==> config.mk <==
export PLATFORM = sky130hd
export DESIGN_NAME = t16_timer
export DESIGN_NICKNAME = d
export VERILOG_FILES = /design/src/verilog/t16_pkg.sv /design/src/verilog/t16_timer.sv
export SDC_FILE = /design/constraint.sdc
export NUM_CORES = 1
export LEC_CHECK = 0
export BUFFER_PORTS_ARGS = -buffer_cell sky130_fd_sc_hd__buf_2
export CORE_MARGIN = 10
export CORE_UTILIZATION = 30
export DETAILED_ROUTE_END_ITERATION = 10
export PLACE_DENSITY_LB_ADDON = 0.3
export SYNTH_ARGS = -nofsm -noshare
export SYNTH_HDL_FRONTEND = slang
export SYNTH_SLANG_ARGS = --single-unit
==> constraint.sdc <==
create_clock -name SYS_CLK -period 5.65 [get_ports SYS_CLK]
set_input_delay 0.565 -clock SYS_CLK [delete_from_list [all_inputs] [get_ports SYS_CLK]]
set_output_delay 0.565 -clock SYS_CLK [all_outputs]
set_load 0.03 [all_outputs]
==> src/verilog/t16_pkg.sv <==
package t16_pkg;
   localparam int ADDR_W = 3;
   localparam int DATA_W = 16;
   localparam logic [2:0] A_MODE  = 3'h0;
   localparam logic [2:0] A_CCC   = 3'h1;
   localparam logic [2:0] A_OUTC  = 3'h2;
   localparam logic [2:0] A_PRESC = 3'h3;
   localparam logic [2:0] A_CR0   = 3'h4;
   localparam logic [2:0] A_CR1   = 3'h5;
   localparam logic [2:0] A_CNT   = 3'h6;
   localparam logic [2:0] A_STAT  = 3'h7;
   localparam logic [7:0]  RST_BYTE = 8'h00;
   localparam logic [15:0] RST_WORD = 16'h0000;
   localparam logic [15:0] CNT_MAX  = 16'hFFFF;
   localparam int MODE_LSB    = 2;
   localparam int CCC_CR0_CAP = 0;
   localparam int CCC_CR0_SRC = 1;
   localparam int CCC_CR1_CAP = 2;
   localparam int OUTC_OE     = 0;
   localparam int OUTC_INV0   = 1;
   localparam int OUTC_INV1   = 4;
   localparam int STAT_OVF    = 0;
   localparam int DIV_SEL1    = 4;
   localparam int DIV_SEL2    = 256;
   typedef enum logic [1:0] {
      T16_STOP    = 2'b00,
      T16_RESTART = 2'b01,
      T16_FREE    = 2'b10,
      T16_CLRM    = 2'b11
   } t16_mode_e;
   typedef enum logic [1:0] {
      T16_FALL = 2'b00,
      T16_RISE = 2'b01,
      T16_PROH = 2'b10,
      T16_BOTH = 2'b11
   } t16_edge_e;
   typedef struct packed {
      logic [1:0] in1_edge;
      logic [1:0] in0_edge;
      logic [1:0] rsv;
      logic [1:0] clk_sel;
   } t16_presc_s;
endpackage

==> src/verilog/t16_timer.sv <==
// Strobed register access and the placing of the registers were chosen for this implementation.
`timescale 1ns/100ps
module t16_timer #(
   parameter int DIV1 = t16_pkg::DIV_SEL1,
   parameter int DIV2 = t16_pkg::DIV_SEL2
) (
   input  wire logic        SYS_CLK,
   input  wire logic        RESET,
   input  wire logic [2:0]  ADDR,
   input  wire logic [15:0] WDATA,
   input  wire logic        WR,
   input  wire logic        RD,
   output logic      [15:0] RDATA,
   input  wire logic        TIMER_INPUT_0,
   input  wire logic        TIMER_INPUT_1,
   output logic             TIMER_OUTPUT_PIN,
   output logic             MATCH0_IRQ,
   output logic             MATCH1_IRQ
);

   logic [7:0]         mode_control_reg;
   logic [7:0]         capture_compare_control_reg;
   logic [7:0]         output_control_reg;
   t16_pkg::t16_presc_s prescale_mode_reg;
   logic [15:0]        compare_capture_reg0;
   logic [15:0]        compare_capture_reg1;
   logic [15:0]        main_counter;
   logic               overflow_flag;
   logic               out_ff;
   logic               run_q;
   logic [7:0]         div_cnt;
   logic [1:0]         prev_smp;
   logic [1:0]         lvl;
   logic [1:0]         rise;
   logic [1:0]         fall;

   // edge field decode; the prohibited code detects nothing
   function automatic logic edge_hit(input logic [1:0] sel,
                                     input logic r,
                                     input logic f);
      edge_hit = 1'b0;
      case (sel)
         t16_pkg::T16_FALL: edge_hit = f;
         t16_pkg::T16_RISE: edge_hit = r;
         t16_pkg::T16_BOTH: edge_hit = r | f;
         default:           edge_hit = 1'b0;
      endcase
   endfunction

   // bus decode
   wire wr_mode  = WR && (ADDR == t16_pkg::A_MODE);
   wire wr_ccc   = WR && (ADDR == t16_pkg::A_CCC);
   wire wr_outc  = WR && (ADDR == t16_pkg::A_OUTC);
   wire wr_presc = WR && (ADDR == t16_pkg::A_PRESC);
   wire wr_cr0   = WR && (ADDR == t16_pkg::A_CR0);
   wire wr_cr1   = WR && (ADDR == t16_pkg::A_CR1);
   wire wr_stat  = WR && (ADDR == t16_pkg::A_STAT);

   wire [1:0] mode_bits = mode_control_reg[t16_pkg::MODE_LSB +: 2];
   t16_pkg::t16_mode_e mode;
   assign mode = t16_pkg::t16_mode_e'(mode_bits);

   wire running  = (mode != t16_pkg::T16_STOP);
   wire starting = running && !run_q;

   wire cr0_cap = capture_compare_control_reg[t16_pkg::CCC_CR0_CAP];
   wire cr0_src = capture_compare_control_reg[t16_pkg::CCC_CR0_SRC];
   wire cr1_cap = capture_compare_control_reg[t16_pkg::CCC_CR1_CAP];
   wire oe      = output_control_reg[t16_pkg::OUTC_OE];
   wire inv0    = output_control_reg[t16_pkg::OUTC_INV0];
   wire inv1    = output_control_reg[t16_pkg::OUTC_INV1];

   wire [1:0] clk_sel = prescale_mode_reg.clk_sel;
   wire [1:0] es0     = prescale_mode_reg.in0_edge;
   wire [1:0] es1     = prescale_mode_reg.in1_edge;

   // prescaler: one-cycle enable pulses, no derived clocks
   localparam logic [7:0] D1_LAST = 8'(DIV1 - 1);
   localparam logic [7:0] D2_LAST = 8'(DIV2 - 1);
   wire div1_hit = ((div_cnt & D1_LAST) == D1_LAST);
   wire div2_hit = ((div_cnt & D2_LAST) == D2_LAST);
   wire ext_clk  = (clk_sel == 2'b11);

   // external-clock mode samples every cycle, so input 0 can be the count clock
   wire smp_en = ext_clk ? 1'b1 :
                 (clk_sel == 2'b01) ? div1_hit :
                 (clk_sel == 2'b10) ? div2_hit : 1'b1;

   wire v0_raw = edge_hit(es0, rise[0], fall[0]);
   wire v0_inv = edge_hit((es0 == t16_pkg::T16_RISE) ? 2'b00 :
                          (es0 == t16_pkg::T16_FALL) ? 2'b01 : 2'b10,
                          rise[0], fall[0]);
   wire v1_raw = edge_hit(es1, rise[1], fall[1]);

   wire tick = ext_clk ? v0_raw : smp_en;

   // input filters: a level counts only after two equal samples
   wire [1:0] pins = {TIMER_INPUT_1, TIMER_INPUT_0};
   genvar gi;
   generate
      for (gi = 0; gi < 2; gi++) begin : g_flt
         wire settle = smp_en && (prev_smp[gi] == pins[gi])
                       && (pins[gi] != lvl[gi]);
         always_ff @(posedge SYS_CLK) begin
            if (RESET) begin
               prev_smp[gi] <= 1'b0;
               lvl[gi]      <= 1'b0;
               rise[gi]     <= 1'b0;
               fall[gi]     <= 1'b0;
            end else begin
               if (smp_en) begin
                  prev_smp[gi] <= pins[gi];
               end
               if (settle) begin
                  lvl[gi] <= pins[gi];
               end
               rise[gi] <= settle && pins[gi];
               fall[gi] <= settle && !pins[gi];
            end
         end
      end
   endgenerate

   // compare matches only while that register's capture bit (CCC_CR0_CAP or CCC_CR1_CAP) is clear
   wire m0 = tick && running && !cr0_cap
             && (main_counter == compare_capture_reg0);
   wire m1 = tick && running && !cr1_cap
             && (main_counter == compare_capture_reg1);
   wire clr_match = m0 && (mode == t16_pkg::T16_CLRM);

   // captures
   wire cap1    = running && v0_raw && (cr1_cap || mode == t16_pkg::T16_RESTART);
   wire cap0_i1 = running && cr0_cap && !cr0_src && v1_raw;
   wire cap0_i0 = running && cr0_cap && cr0_src && v0_inv;
   wire cap0    = cap0_i1 || cap0_i0;
   wire restart = running && v0_raw && (mode == t16_pkg::T16_RESTART);

   // counter reaches the top in free and restart modes, and in clear mode only when reg0 allows it
   wire ovf_set = tick && running && !restart
                  && (main_counter == t16_pkg::CNT_MAX);

   logic [15:0] next_cnt;
   always_comb begin
      next_cnt = main_counter;
      if (!running) begin
         next_cnt = t16_pkg::RST_WORD;
      end else if (restart) begin
         next_cnt = t16_pkg::RST_WORD;
      end else if (clr_match) begin
         next_cnt = t16_pkg::RST_WORD;
      end else if (tick) begin
         next_cnt = 16'(main_counter + 16'h0001);
      end
   end

   wire next_irq0 = m0 || cap0_i1;
   wire next_irq1 = m1 || cap1;

   // flop starts high so the first phase lasts reg1 clocks
   wire tgl0 = m0 && inv0;
   wire tgl1 = m1 && inv1;
   wire next_ff = !running ? 1'b0 :
                  starting ? 1'b1 :
                  (out_ff ^ tgl0 ^ tgl1);

   // set wins over a software clear
   wire ovf_clr  = wr_stat && !WDATA[t16_pkg::STAT_OVF];
   wire next_ovf = ovf_set || (overflow_flag && !ovf_clr);

   localparam logic [7:0] RST_BYTE_V = t16_pkg::RST_BYTE;

   always_ff @(posedge SYS_CLK) begin
      if (RESET) begin
         div_cnt <= RST_BYTE_V;
         run_q   <= 1'b0;
      end else begin
         div_cnt <= 8'(div_cnt + 8'h01);
         run_q   <= running;
      end
   end

   always_ff @(posedge SYS_CLK) begin
      if (RESET) begin
         main_counter  <= t16_pkg::RST_WORD;
         overflow_flag <= 1'b0;
         out_ff        <= 1'b0;
         MATCH0_IRQ    <= 1'b0;
         MATCH1_IRQ    <= 1'b0;
      end else begin
         main_counter  <= next_cnt;
         overflow_flag <= next_ovf;
         out_ff        <= next_ff;
         MATCH0_IRQ    <= next_irq0;
         MATCH1_IRQ    <= next_irq1;
      end
   end

   // captures beat a software write in the same cycle
   always_ff @(posedge SYS_CLK) begin
      if (RESET) begin
         compare_capture_reg0 <= t16_pkg::RST_WORD;
         compare_capture_reg1 <= t16_pkg::RST_WORD;
      end else begin
         if (cap0) begin
            compare_capture_reg0 <= main_counter;
         end else if (wr_cr0) begin
            compare_capture_reg0 <= WDATA;
         end
         if (cap1) begin
            compare_capture_reg1 <= main_counter;
         end else if (wr_cr1) begin
            compare_capture_reg1 <= WDATA;
         end
      end
   end

   always_ff @(posedge SYS_CLK) begin
      if (RESET) begin
         mode_control_reg            <= RST_BYTE_V;
         capture_compare_control_reg <= RST_BYTE_V;
         output_control_reg          <= RST_BYTE_V;
         prescale_mode_reg           <= t16_pkg::t16_presc_s'(RST_BYTE_V);
      end else begin
         if (wr_mode) begin
            mode_control_reg <= WDATA[7:0];
         end
         if (wr_ccc) begin
            capture_compare_control_reg <= WDATA[7:0];
         end
         if (wr_outc) begin
            output_control_reg <= WDATA[7:0];
         end
         if (wr_presc) begin
            prescale_mode_reg <= t16_pkg::t16_presc_s'({WDATA[7:4], 2'b00, WDATA[1:0]});
         end
      end
   end

   // read mux
   wire [15:0] rd_mux =
      (ADDR == t16_pkg::A_MODE)  ? {8'h00, mode_control_reg} :
      (ADDR == t16_pkg::A_CCC)   ? {8'h00, capture_compare_control_reg} :
      (ADDR == t16_pkg::A_OUTC)  ? {8'h00, output_control_reg} :
      (ADDR == t16_pkg::A_PRESC) ? {8'h00, prescale_mode_reg} :
      (ADDR == t16_pkg::A_CR0)   ? compare_capture_reg0 :
      (ADDR == t16_pkg::A_CR1)   ? compare_capture_reg1 :
      (ADDR == t16_pkg::A_CNT)   ? main_counter :
                                   {15'h0000, overflow_flag};

   always_ff @(posedge SYS_CLK) begin
      if (RESET) begin
         RDATA <= t16_pkg::RST_WORD;
      end else if (RD) begin
         RDATA <= rd_mux;
      end else begin
         RDATA <= t16_pkg::RST_WORD;
      end
   end

   assign TIMER_OUTPUT_PIN = oe && out_ff;
endmodule

==> results of run 1 <==
## layer usage
layer | routed length, um | share of wire
met3 | 948 | 0.060
met1 | 7453 | 0.47
met2 | 7318 | 0.46
met4 | 187 | 0.012
met5 | 0 | 0
## power by group
part | leakage [uW] | switching, uW | total, uW | internal (uW)
sequential | 0.000931 | 14.5 | 843 | 828
clock | 0.000318 | 384 | 1190 | 807
combinational | 0.00130 | 87.7 | 134 | 46.1
## logic make-up after synthesis
family                     count (synthesis)  share of synthesized area
DFF                                      115                     0.4092
adders and majority gates                  2                   0.004447
muxes                                     57                     0.1016
and+or+nand+nor                          275                     0.2242
AOI/OAI and AO/OA                        112                     0.1303
buffers and inverters                     63                    0.04937
xor gates and xnor gates                  52                    0.08094
## Yosys cell counts, types with 3 or more instances
| cell | n |
|---|---|
| a21oi_1 | 39 |
| and3_1 | 7 |
| nor2_1 | 113 |
| o221ai_1 | 3 |
| nand3_1 | 25 |
| xor2_1 | 23 |
| inv_1 | 7 |
| xnor2_1 | 29 |
| clkbuf_1 | 32 |
| nor3_1 | 10 |
| nand2b_1 | 4 |
| nor2b_1 | 6 |
| mux2i_1 | 56 |
| dfxtp_1 | 115 |
| nand4_1 | 6 |
| nand2_1 | 70 |
| a211oi_1 | 21 |
| or3_1 | 3 |
| nor4_1 | 10 |
| buf_2 | 18 |
| a311oi_1 | 16 |
| or2_2 | 3 |
| buf_1 | 3 |
| o21ai_0 | 19 |
| nor3b_1 | 4 |
## placed cells by master, fill, tap and decap left out, types with 3 or more instances in the layout
cell and n:
a211oi_1 21, a21oi_1 39, a311oi_1 16, and3_1 7, buf_2 43, buf_4 4, bufinv_16 4, clkbuf_16 17
clkbuf_8 6, dfxtp_1 115, inv_1 7, mux2i_1 56, nand2_1 70, nand2b_1 4, nand3_1 25, nand4_1 6
nor2_1 113, nor2b_1 6, nor3_1 10, nor3b_1 4, nor4_1 10, o21ai_0 19, or2_2 3, or3_1 3
xnor2_1 29, xor2_1 23
## worst max-delay path, stage by stage, from the launching register on
cell	delay [ns]
dfxtp_1	0.37
ha_1	0.24
and4_1	0.23
a41o_2	0.29
nand3_2	0.28
nor3_2	0.48
a311o_2	0.45
nor2_1	0.09
## per-stage QoR
| step | instances | power, uW |
|---|---|---|
| detailed placement | 901 | 992.3 |
| floorplan | 676 | 945.3 |
| global placement | 901 | 991.7 |
| global route | 933 | 2239 |
| finish | 933 | 2167 |
| CTS | 933 | 2187 |
## area by class of cell
cell class                      count  area (um^2)  share of cell area
Timing Repair Buffer               47        245.2             0.03726
Multi-Input combinational cell    498         3059              0.4647
Tap cell                          234        292.8             0.04448
Clock inverter                      8        145.1             0.02205
Sequential cell                   115         2302              0.3497
Clock buffer                       24        511.7             0.07774
Inverter                            7        26.28            0.003992
## worst max-delay path by stage
stage,depth (start not counted),endpoint,start,slack (ns)
floorplan,6,clk_sel[1]$_SDFFE_PP0P_,ADDR[0],3.69
global placement,5,compare_capture_reg0[5]$_SDFFE_PP0P_,ADDR[2],2.93
detailed placement,5,compare_capture_reg0[14]$_SDFFE_PP0P_,ADDR[2],2.90
CTS,7,main_counter[15]$_SDFFE_PP0N_,div_cnt[0]$_SDFF_PP0_,3.08
global route,7,main_counter[1]$_SDFFE_PP0N_,div_cnt[0]$_SDFF_PP0_,2.83
finish,7,main_counter[15]$_SDFFE_PP0N_,div_cnt[0]$_SDFF_PP0_,3.08
==> results.sh, run 1 <==
export IMPL_synth_area_leaders="dfxtp_1 41%, mux2i_1 10%, nor2_1 7.5%"
export IMPL_drc=0
export IMPL_htree_levels=4
export IMPL_dp_hpwl_mm=10.91
export IMPL_synth_top_area_share=0.4092
export IMPL_grt_max_degree=80
export IMPL_synth_seq_cells=115
export IMPL_die_h_um=157.0
export IMPL_timing_hold_ws_ns=0.3541
export IMPL_n_antenna_cell=0
export IMPL_hold_buffers=0
export IMPL_max_slew_margin=0.2649
export IMPL_rows=50
export IMPL_drive_above_1_share=0.1316
export IMPL_grt_first_pass_wirelength_mm=25.58
export IMPL_cts_resized=0
export IMPL_cts_clk_slew_worst_paths_ns=0.06
export IMPL_fin_area_um2=6583
export IMPL_clkSinkCount=115
export IMPL_yosysSeqAreaShare=0.4092
export IMPL_fmax_ghz=0.3890
export IMPL_drv_cap=0
export IMPL_async_flop_share=0
export IMPL_syn2layout_area_growth_pct=16.99
export IMPL_hold_path_startpoint="TIMER_INPUT_1"
export IMPL_vias=4751
export IMPL_yosysTopAreaCell="dfxtp_1"
export IMPL_hold_viol=0
export IMPL_reg2reg_slack_ns=3.08
export IMPL_rsz0062_at_grt="false"
export IMPL_status="finished, final reports clean"
export IMPL_worst_setup_path_end_kind="flip-flop"
export IMPL_p_leak_uw=0.002547
export IMPL_cts_buffer_depth=2
export IMPL_wirelength_mm=15.91
export IMPL_crit_path_start_kind="flip-flop"
export IMPL_drtPass1Iterations=4
export IMPL_setup_total_negative_slack_ns=0
export IMPL_finalCritPeriodShare=0.4550
export IMPL_placed_area_um2=5926
export IMPL_top_usage_layer="met2"
export IMPL_hold_depth=2
export IMPL_finalMaxSlewViolations=0
export IMPL_ys_flop_type="dfxtp_1"
export IMPL_arrival_ns=2.87
export IMPL_cts_setup_buffers=0
export IMPL_postLayoutSetupSlackWorst_ns=3.079
export IMPL_power_density_nw_per_um2=329.3
export IMPL_ff2ff_path_depth=7
export IMPL_pin_count=44
export IMPL_utilization=0.3543
export IMPL_fill_cells=1930
export IMPL_worst_pin_slew_ns=1.099
export IMPL_grt_use_met1=0.1729
export IMPL_gp_congestion=0.7697
export IMPL_crit_type="flip-flop to flip-flop"
export IMPL_synth_edf_count=0
export IMPL_setup_viol=0
export IMPL_avgViaCountPerCell=5.092
export IMPL_hp_class="primary input to flip-flop"
export IMPL_syn_instance_count=676
export IMPL_start_util=0.3028
export IMPL_dp_slack_ns=2.897
export IMPL_antenna_found_initial=0
export IMPL_hold_end="fall[1]$_SDFF_PP0_"
export IMPL_path_max_fanout=16
export IMPL_core_um2=18580
export IMPL_clkLatencyLatePin_ns=0.42
export IMPL_irDropWorstVdd_mv=0.1921
export IMPL_grt_pass1_vias=4520
export IMPL_avgSynthCellArea_um2=8.323
export IMPL_use_met2=0.2060
export IMPL_portBuffers=43
export IMPL_ctsRootBufferMaster="clkbuf_16"
export IMPL_ant_nets=0
export IMPL_ys_warn_count=0
export IMPL_yosysUniqueCellTypes=51
export IMPL_final_nets=713
export IMPL_timing_rr_start="div_cnt[0]$_SDFF_PP0_"
export IMPL_first_iter_violations=347
export IMPL_syn_area_um2=5627
export IMPL_die_area_um2=24630
export IMPL_globalRouteOverflowTotal=0
export IMPL_grt_use_total=0.1331
export IMPL_finalCriticalPeriod_ns=2.571
export IMPL_avgRoutedWirePerCell_um=17.05
export IMPL_cts_tree="yes"
export IMPL_cp_required_ns=5.94
export IMPL_reg2reg_to="main_counter[15]$_SDFFE_PP0N_"
export IMPL_finalClockSkew_ns=0.01029
export IMPL_gr_usage_met3=0.03876
export IMPL_syn_num_nets=703
export IMPL_dieWidth_um=157.0
export IMPL_cts_made_buffers=17
(Power assumes the default switching activity.)
==> run 2, diff against run 1 <==
clock period = 2.1 ns   (was 5.65 ns; I/O delays follow)
==> run 2 against run 1 <==
Net effect:
- worst setup slack got worse by 3.0 ns
- non-clock buffer count increased by 42
- via count increased by 3.8%
- worst hold slack got worse by 0.34 ns
- core utilization increased by 2.2 points
- first-iteration DRC count decreased by 7.2%
- global-route usage increased by 0.74 points
- final cell count increased by 4.4%
- cell area increased by 6.3%
- critical path depth increased by 1
- sequential share of layout area decreased by 2.0 points
- critical path type unchanged
- highest routed layer unchanged
==> results.sh, run 2 (synthesis gave the netlist of run 1 again) <==
export IMPL_final_nets=755
export IMPL_ant_nets=0
export IMPL_crit_type="flip-flop to flip-flop"
export IMPL_timing_hold_ws_ns=0.01607
export IMPL_cts_setup_buffers=0
export IMPL_gp_congestion=0.8670
export IMPL_die_h_um=157.0
export IMPL_setup_viol=0
export IMPL_globalRouteOverflowTotal=0
export IMPL_slowest_delay_ns=0.35
export IMPL_finalCriticalPeriod_ns=1.992
export IMPL_grt_pass1_vias=4791
export IMPL_ctsRootBufferMaster="clkbuf_16"
export IMPL_crit_family="simple AND/OR/NAND/NOR gates"
export IMPL_fmax_ghz=0.5020
export IMPL_cts_tree="yes"
export IMPL_utilization=0.3764
export IMPL_drive_above_1_share=0.1905
export IMPL_cts_made_buffers=17
export IMPL_path_max_fanout=10
export IMPL_slowest_stage="dfxtp_1"
export IMPL_clkSinkCount=115
export IMPL_p_int_uw=4360
export IMPL_critical_path_buf_inv_count=1
export IMPL_finalMaxSlewViolations=0
export IMPL_rows=50
export IMPL_finalCritPeriodShare=0.9486
export IMPL_grt_first_pass_wirelength_mm=26.68
export IMPL_fin_area_um2=6994
export IMPL_antenna_found_initial=0
export IMPL_final_cell_mix="114 x dfxtp_1, 113 x nor2_1, 70 x nand2_1"
export IMPL_avgViaCountPerCell=5.063
export IMPL_dieWidth_um=157.0
export IMPL_dp_hpwl_mm=11.93
export IMPL_vias=4931
export IMPL_grt_max_degree=47
export IMPL_comb_power_share=0.072
export IMPL_start_util=0.3028
export IMPL_dp_cells=942
export IMPL_die_area_um2=24630
export IMPL_placed_area_um2=6296
export IMPL_hold_viol=0
export IMPL_cp_required_ns=2.42
export IMPL_timing_rr_start="div_cnt[1]$_SDFF_PP0_"
export IMPL_irDropWorstVdd_mv=0.4095
export IMPL_wirelength_mm=16.96
export IMPL_final_common_cell="dfxtp_1"
export IMPL_swShare=0.2305
export IMPL_power_density_nw_per_um2=810.1
export IMPL_drc=0
export IMPL_fill_cells=1857
export IMPL_core_um2=18580
export IMPL_clkLatencyLatePin_ns=0.42
export IMPL_hp_class="primary input to flip-flop"
export IMPL_setup_total_negative_slack_ns=0
export IMPL_htree_levels=4
export IMPL_worst_setup_path_end_kind="flip-flop"
export IMPL_cts_buffer_depth=2
export IMPL_worst_pin_slew_ns=0.5117
export IMPL_switching_power_uw=1306
export IMPL_crit_path_start_kind="flip-flop"
export IMPL_status="finished, final reports clean"
export IMPL_cts_clk_slew_worst_paths_ns=0.06
export IMPL_first_iter_violations=322
export IMPL_syn2layout_area_growth_pct=24.31
export IMPL_arrival_ns=2.31
export IMPL_pin_count=44
export IMPL_drv_cap=0
export IMPL_hold_path_startpoint="TIMER_INPUT_1"
export IMPL_p_leak_uw=0.002768
export IMPL_grt_use_total=0.1405
export IMPL_startpoint="div_cnt[1]$_SDFF_PP0_"
export IMPL_final_cells=974
export IMPL_portBuffers=43
export IMPL_n_antenna_cell=0
export IMPL_finalClockSkew_ns=0.005807
export IMPL_avgRoutedWirePerCell_um=17.42
export IMPL_seqPwrFrac=0.400
export IMPL_drtPass1Iterations=5
export IMPL_clockPowerShare=0.528
export IMPL_cp_cell_sequence="ha_2 > and4_1 > a41o_4 > nand3_2 > buf_4 > nor4_2 > xnor2_1 > nor2_1"
export IMPL_max_slew_margin=0.6589
[run 2: cell types whose count changed in the layout (fill, tap and decap cells not counted), sizes merged]
cell,previous run,this run
clkinvlp,2,3
clkinv,2,3
buf,47,88
bufinv,4,3
dlygate4sd3,0,1
clkbuf,24,22
[run 2: final timing paths]
| path | end | slack, ns | cells past startpoint |
|---|---|---|---|
| min | fall[1]$_SDFF_PP0_ | 0.02 | 2 |
| min reg2reg | div_cnt[0]$_SDFF_PP0_ | 0.44 | 1 |
| max | main_counter[13]$_SDFFE_PP0N_ | 0.11 | 8 |
| max reg2reg | main_counter[13]$_SDFFE_PP0N_ | 0.11 | 8 |
[run 2: final cells by class]
type,count,area (um^2),area share
Timing Repair Buffer,89,625.6,0.08945
Sequential cell,115,2303,0.3293
Clock inverter,9,127.6,0.01825
Tap cell,234,292.8,0.04186
Clock buffer,22,484.2,0.06923
Multi-Input combinational cell,498,3134,0.4481
Inverter,7,26.28,0.003757
[run 2: worst reg2reg max path, delay by kind of cell (launching register included)]
family | cells | cell delay (ns)
AND/OR/NAND/NOR | 4 | 0.72
adder cells (fa/ha/maj) | 1 | 0.22
AO/OA/AOI/OAI | 1 | 0.25
XOR/XNOR | 1 | 0.15
buffers and inverters | 1 | 0.20
flip-flops | 1 | 0.35
[run 2: per-stage QoR]
step | total power (uW) | worst slack (ns)
floorplan | 2543 | 0.1588
global placement | 2709 | 0.09427
detailed placement | 2709 | 0.03226
CTS | 5713 | 0.01819
global route | 5854 | -0.005288
finish | 5666 | 0.1080
[run 2: power by group through the flow]
| stage | clock, uW | sequential (uW) | combinational [uW] |
|---|---|---|---|
| floorplan | 0 | 2310 | 232 |
| detailed placement | 0 | 2310 | 400 |
| finish | 2990 | 2260 | 408 |
| global placement | 0 | 2310 | 400 |
| global route | 3140 | 2270 | 445 |
| CTS | 3050 | 2260 | 404 |
[run 2: metal layers]
layer / global-route usage / vias up / routed length (um)
li1: - / 2460 / -
met1: 0.1761 / 2295 / 7658
met2: 0.2216 / 145 / 7926
met3: 0.03903 / 31 / 963
met4: 0.05978 / 0 / 416
met5: 0 / - / 0
[run 2: timing repair]
| action | in CTS | in global routing |
|---|---|---|
| setup endpoints to repair | 0 | 15 |
| hold endpoints to repair | 1 | 0 |
| resized for setup | 0 | 12 |
| hold buffers | 1 | 0 |
==> run 3, diff against run 2 <==
SETUP_SLACK_MARGIN = 0.4   (was default)
==> run 3 against run 2 <==
Net effect:
- worst setup slack improved by 0.11 ns
- fmax increased by 6.0%
- sequential share of layout area shrank 1.8 points
- sequential power barely moved
- combinational power rose by 9.3%
- non-clock buffer count increased by 20
- cell area increased by 6.6%
- final cell count increased by 2.2%
- largest power group unchanged
- highest routed layer unchanged
==> results.sh, run 3 (synthesis gave the netlist of run 1 again) <==
export IMPL_status="finished, final reports clean"
export IMPL_drc=0
export IMPL_worst_setup_path_end_kind="flip-flop"
export IMPL_hold_end="compare_capture_reg1[8]$_SDFFE_PP0P_"
export IMPL_utilization=0.4014
export IMPL_cts_clk_slew_worst_paths_ns=0.06
export IMPL_htree_levels=4
export IMPL_p_leak_uw=0.002942
export IMPL_globalRouteOverflowTotal=0
export IMPL_drtPass1Iterations=4
export IMPL_ff2ff_path_depth=8
export IMPL_vias=5136
export IMPL_gr_usage_met3=0.03548
export IMPL_top_usage_layer="met2"
export IMPL_grt_first_pass_wirelength_mm=27.97
export IMPL_drive_above_1_share=0.2549
export IMPL_path_max_fanout=11
export IMPL_antenna_found_initial=0
export IMPL_reg2reg_to="main_counter[0]$_SDFFE_PP0N_"
export IMPL_grt_max_degree=34
export IMPL_crit_type="flip-flop to flip-flop"
export IMPL_cp_required_ns=2.41
export IMPL_switching_power_uw=1396
export IMPL_clkSinkCount=115
export IMPL_rsz0062_at_grt="true"
export IMPL_avgRoutedWirePerCell_um=18.07
export IMPL_ant_nets=0
export IMPL_wirelength_mm=17.98
export IMPL_final_common_cell="nor2_1"
export IMPL_dieWidth_um=157.0
export IMPL_placed_area_um2=6374
export IMPL_cts_buffer_depth=2
export IMPL_hold_viol=0
export IMPL_die_h_um=157.0
export IMPL_crit_path_start_kind="flip-flop"
export IMPL_clockPowerShare=0.543
export IMPL_avgViaCountPerCell=5.162
export IMPL_fmax_ghz=0.5321
export IMPL_comb_power_share=0.075
export IMPL_setup_total_negative_slack_ns=0
export IMPL_finalClockSkew_ns=0.007680
export IMPL_reg2reg_slack_ns=0.22
export IMPL_irDropWorstVdd_mv=0.4667
export IMPL_drv_cap=0
export IMPL_use_met2=0.2167
export IMPL_hp_class="primary input to flip-flop"
export IMPL_pin_count=44
export IMPL_core_um2=18580
export IMPL_p_int_uw=4533
export IMPL_hold_depth=3
export IMPL_portBuffers=43
export IMPL_rows=50
export IMPL_final_nets=775
export IMPL_gp_congestion=0.8400
export IMPL_timing_rr_start="div_cnt[0]$_SDFF_PP0_"
export IMPL_cts_tree="yes"
export IMPL_ctsRootBufferMaster="clkbuf_16"
export IMPL_n_antenna_cell=0
export IMPL_max_slew_margin=0.5313
export IMPL_arrival_ns=2.19
export IMPL_worst_pin_slew_ns=0.7014
export IMPL_grt_pass1_vias=4961
export IMPL_final_cell_mix="109 x nor2_1, 107 x dfxtp_1, 70 x nand2_1"
export IMPL_cts_made_buffers=17
export IMPL_start_util=0.3028
export IMPL_finalCritPeriodShare=0.8950
export IMPL_setup_viol=0
export IMPL_grt_use_total=0.1461
export IMPL_seqPwrFrac=0.382
export IMPL_die_area_um2=24630
export IMPL_clkLatencyLatePin_ns=0.42
export IMPL_hold_path_startpoint="WDATA[8]"
export IMPL_grt_use_met1=0.1972
export IMPL_finalMaxSlewViolations=0
export IMPL_dp_hpwl_mm=12.21
export IMPL_finalCriticalPeriod_ns=1.879
export IMPL_fin_area_um2=7458
export IMPL_swShare=0.2354
export IMPL_first_iter_violations=333
export IMPL_syn2layout_area_growth_pct=32.55
export IMPL_power_density_nw_per_um2=794.9
==> run 3: cell types whose count changed in the layout (fill, tap and decap cells not counted), moves of 4 or more <==
cell	delta
dfxtp_1	-7
dfxtp_2	+4
a211oi_2	+7
nor2_2	+4
a211oi_1	-7
buf_6	+6
nor2_1	-4
buf_4	+11
==> run 3: worst max-delay path by stage <==
stage,from,endpoint,slack [ns],depth (start not counted)
global route,div_cnt[0]$_SDFF_PP0_,main_counter[0]$_SDFFE_PP0N_,0.12,8
CTS,div_cnt[0]$_SDFF_PP0_,main_counter[9]$_SDFFE_PP0N_,0.24,8
global placement,div_cnt[0]$_SDFF_PP0_,main_counter[4]$_SDFFE_PP0N_,0.13,7
floorplan,main_counter[2]$_SDFFE_PP0N_,main_counter[11]$_SDFFE_PP0N_,0.34,8
detailed placement,div_cnt[1]$_SDFF_PP0_,main_counter[3]$_SDFFE_PP0N_,0.06,7
finish,div_cnt[0]$_SDFF_PP0_,main_counter[0]$_SDFFE_PP0N_,0.22,8
==> run 3: per-layer routing <==
layer | up-vias | routed length [um]
met3 | 34 | 1055
met4 | 0 | 413
met1 | 2453 | 8491
met2 | 151 | 8017
met5 | - | 0
li1 | 2498 | -
==> run 3: layout make-up <==
| cell class | count | area [um^2] |
|---|---|---|
| fillers | 1854 | 11120 |
| inverters | 7 | 26.28 |
| repair buffers | 109 | 835.8 |
| multi-input cells | 498 | 3333 |
| well taps | 234 | 292.8 |
| flip-flops and latches | 115 | 2320 |
| clock buffers | 19 | 442.9 |
| clock inverters | 13 | 207.7 |
==> run 3: timing repair <==
| action | in CTS | in global routing |
|---|---|---|
| pin swaps | 11 | 14 |
| setup buffers | 12 | 4 |
| endpoints found under the hold margin | 2 | 0 |
| setup endpoints to repair | 34 | 47 |
| gates cloned | 0 | 3 |
| resized for setup | 21 | 26 |
| hold buffers | 2 | 0 |
==> run 3: critical path, cell delays in order (launching register included) <==
cell,delay [ns]
dfxtp_4,0.37
ha_4,0.14
and4_4,0.22
a41o_4,0.25
nand3_4,0.16
nor3_4,0.18
a311o_2,0.26
buf_12,0.14
nor2_1,0.04
==> run 3: power by group through the flow <==
stage	Combinational, uW	Clock (uW)	Sequential (uW)
after floorplan	244	0	2310
after global placement	410	0	2310
after detailed placement	408	0	2310
after CTS	434	3240	2270
after global routing	486	3360	2270
final	446	3220	2260
==> run 3: metrics by stage <==
stage / std cells / total power, uW / worst slack (ns) / hold WS, ns
finish: 995 / 5929 / 0.2206 / 0.07690
global route: 995 / 6113 / 0.1165 / 0.08373
CTS: 988 / 5939 / 0.2357 / 0.07022
detailed placement: 942 / 2720 / 0.05525 / 0.4287
global placement: 942 / 2721 / 0.1314 / 0.4276
floorplan: 676 / 2558 / 0.3416 / 0.2867
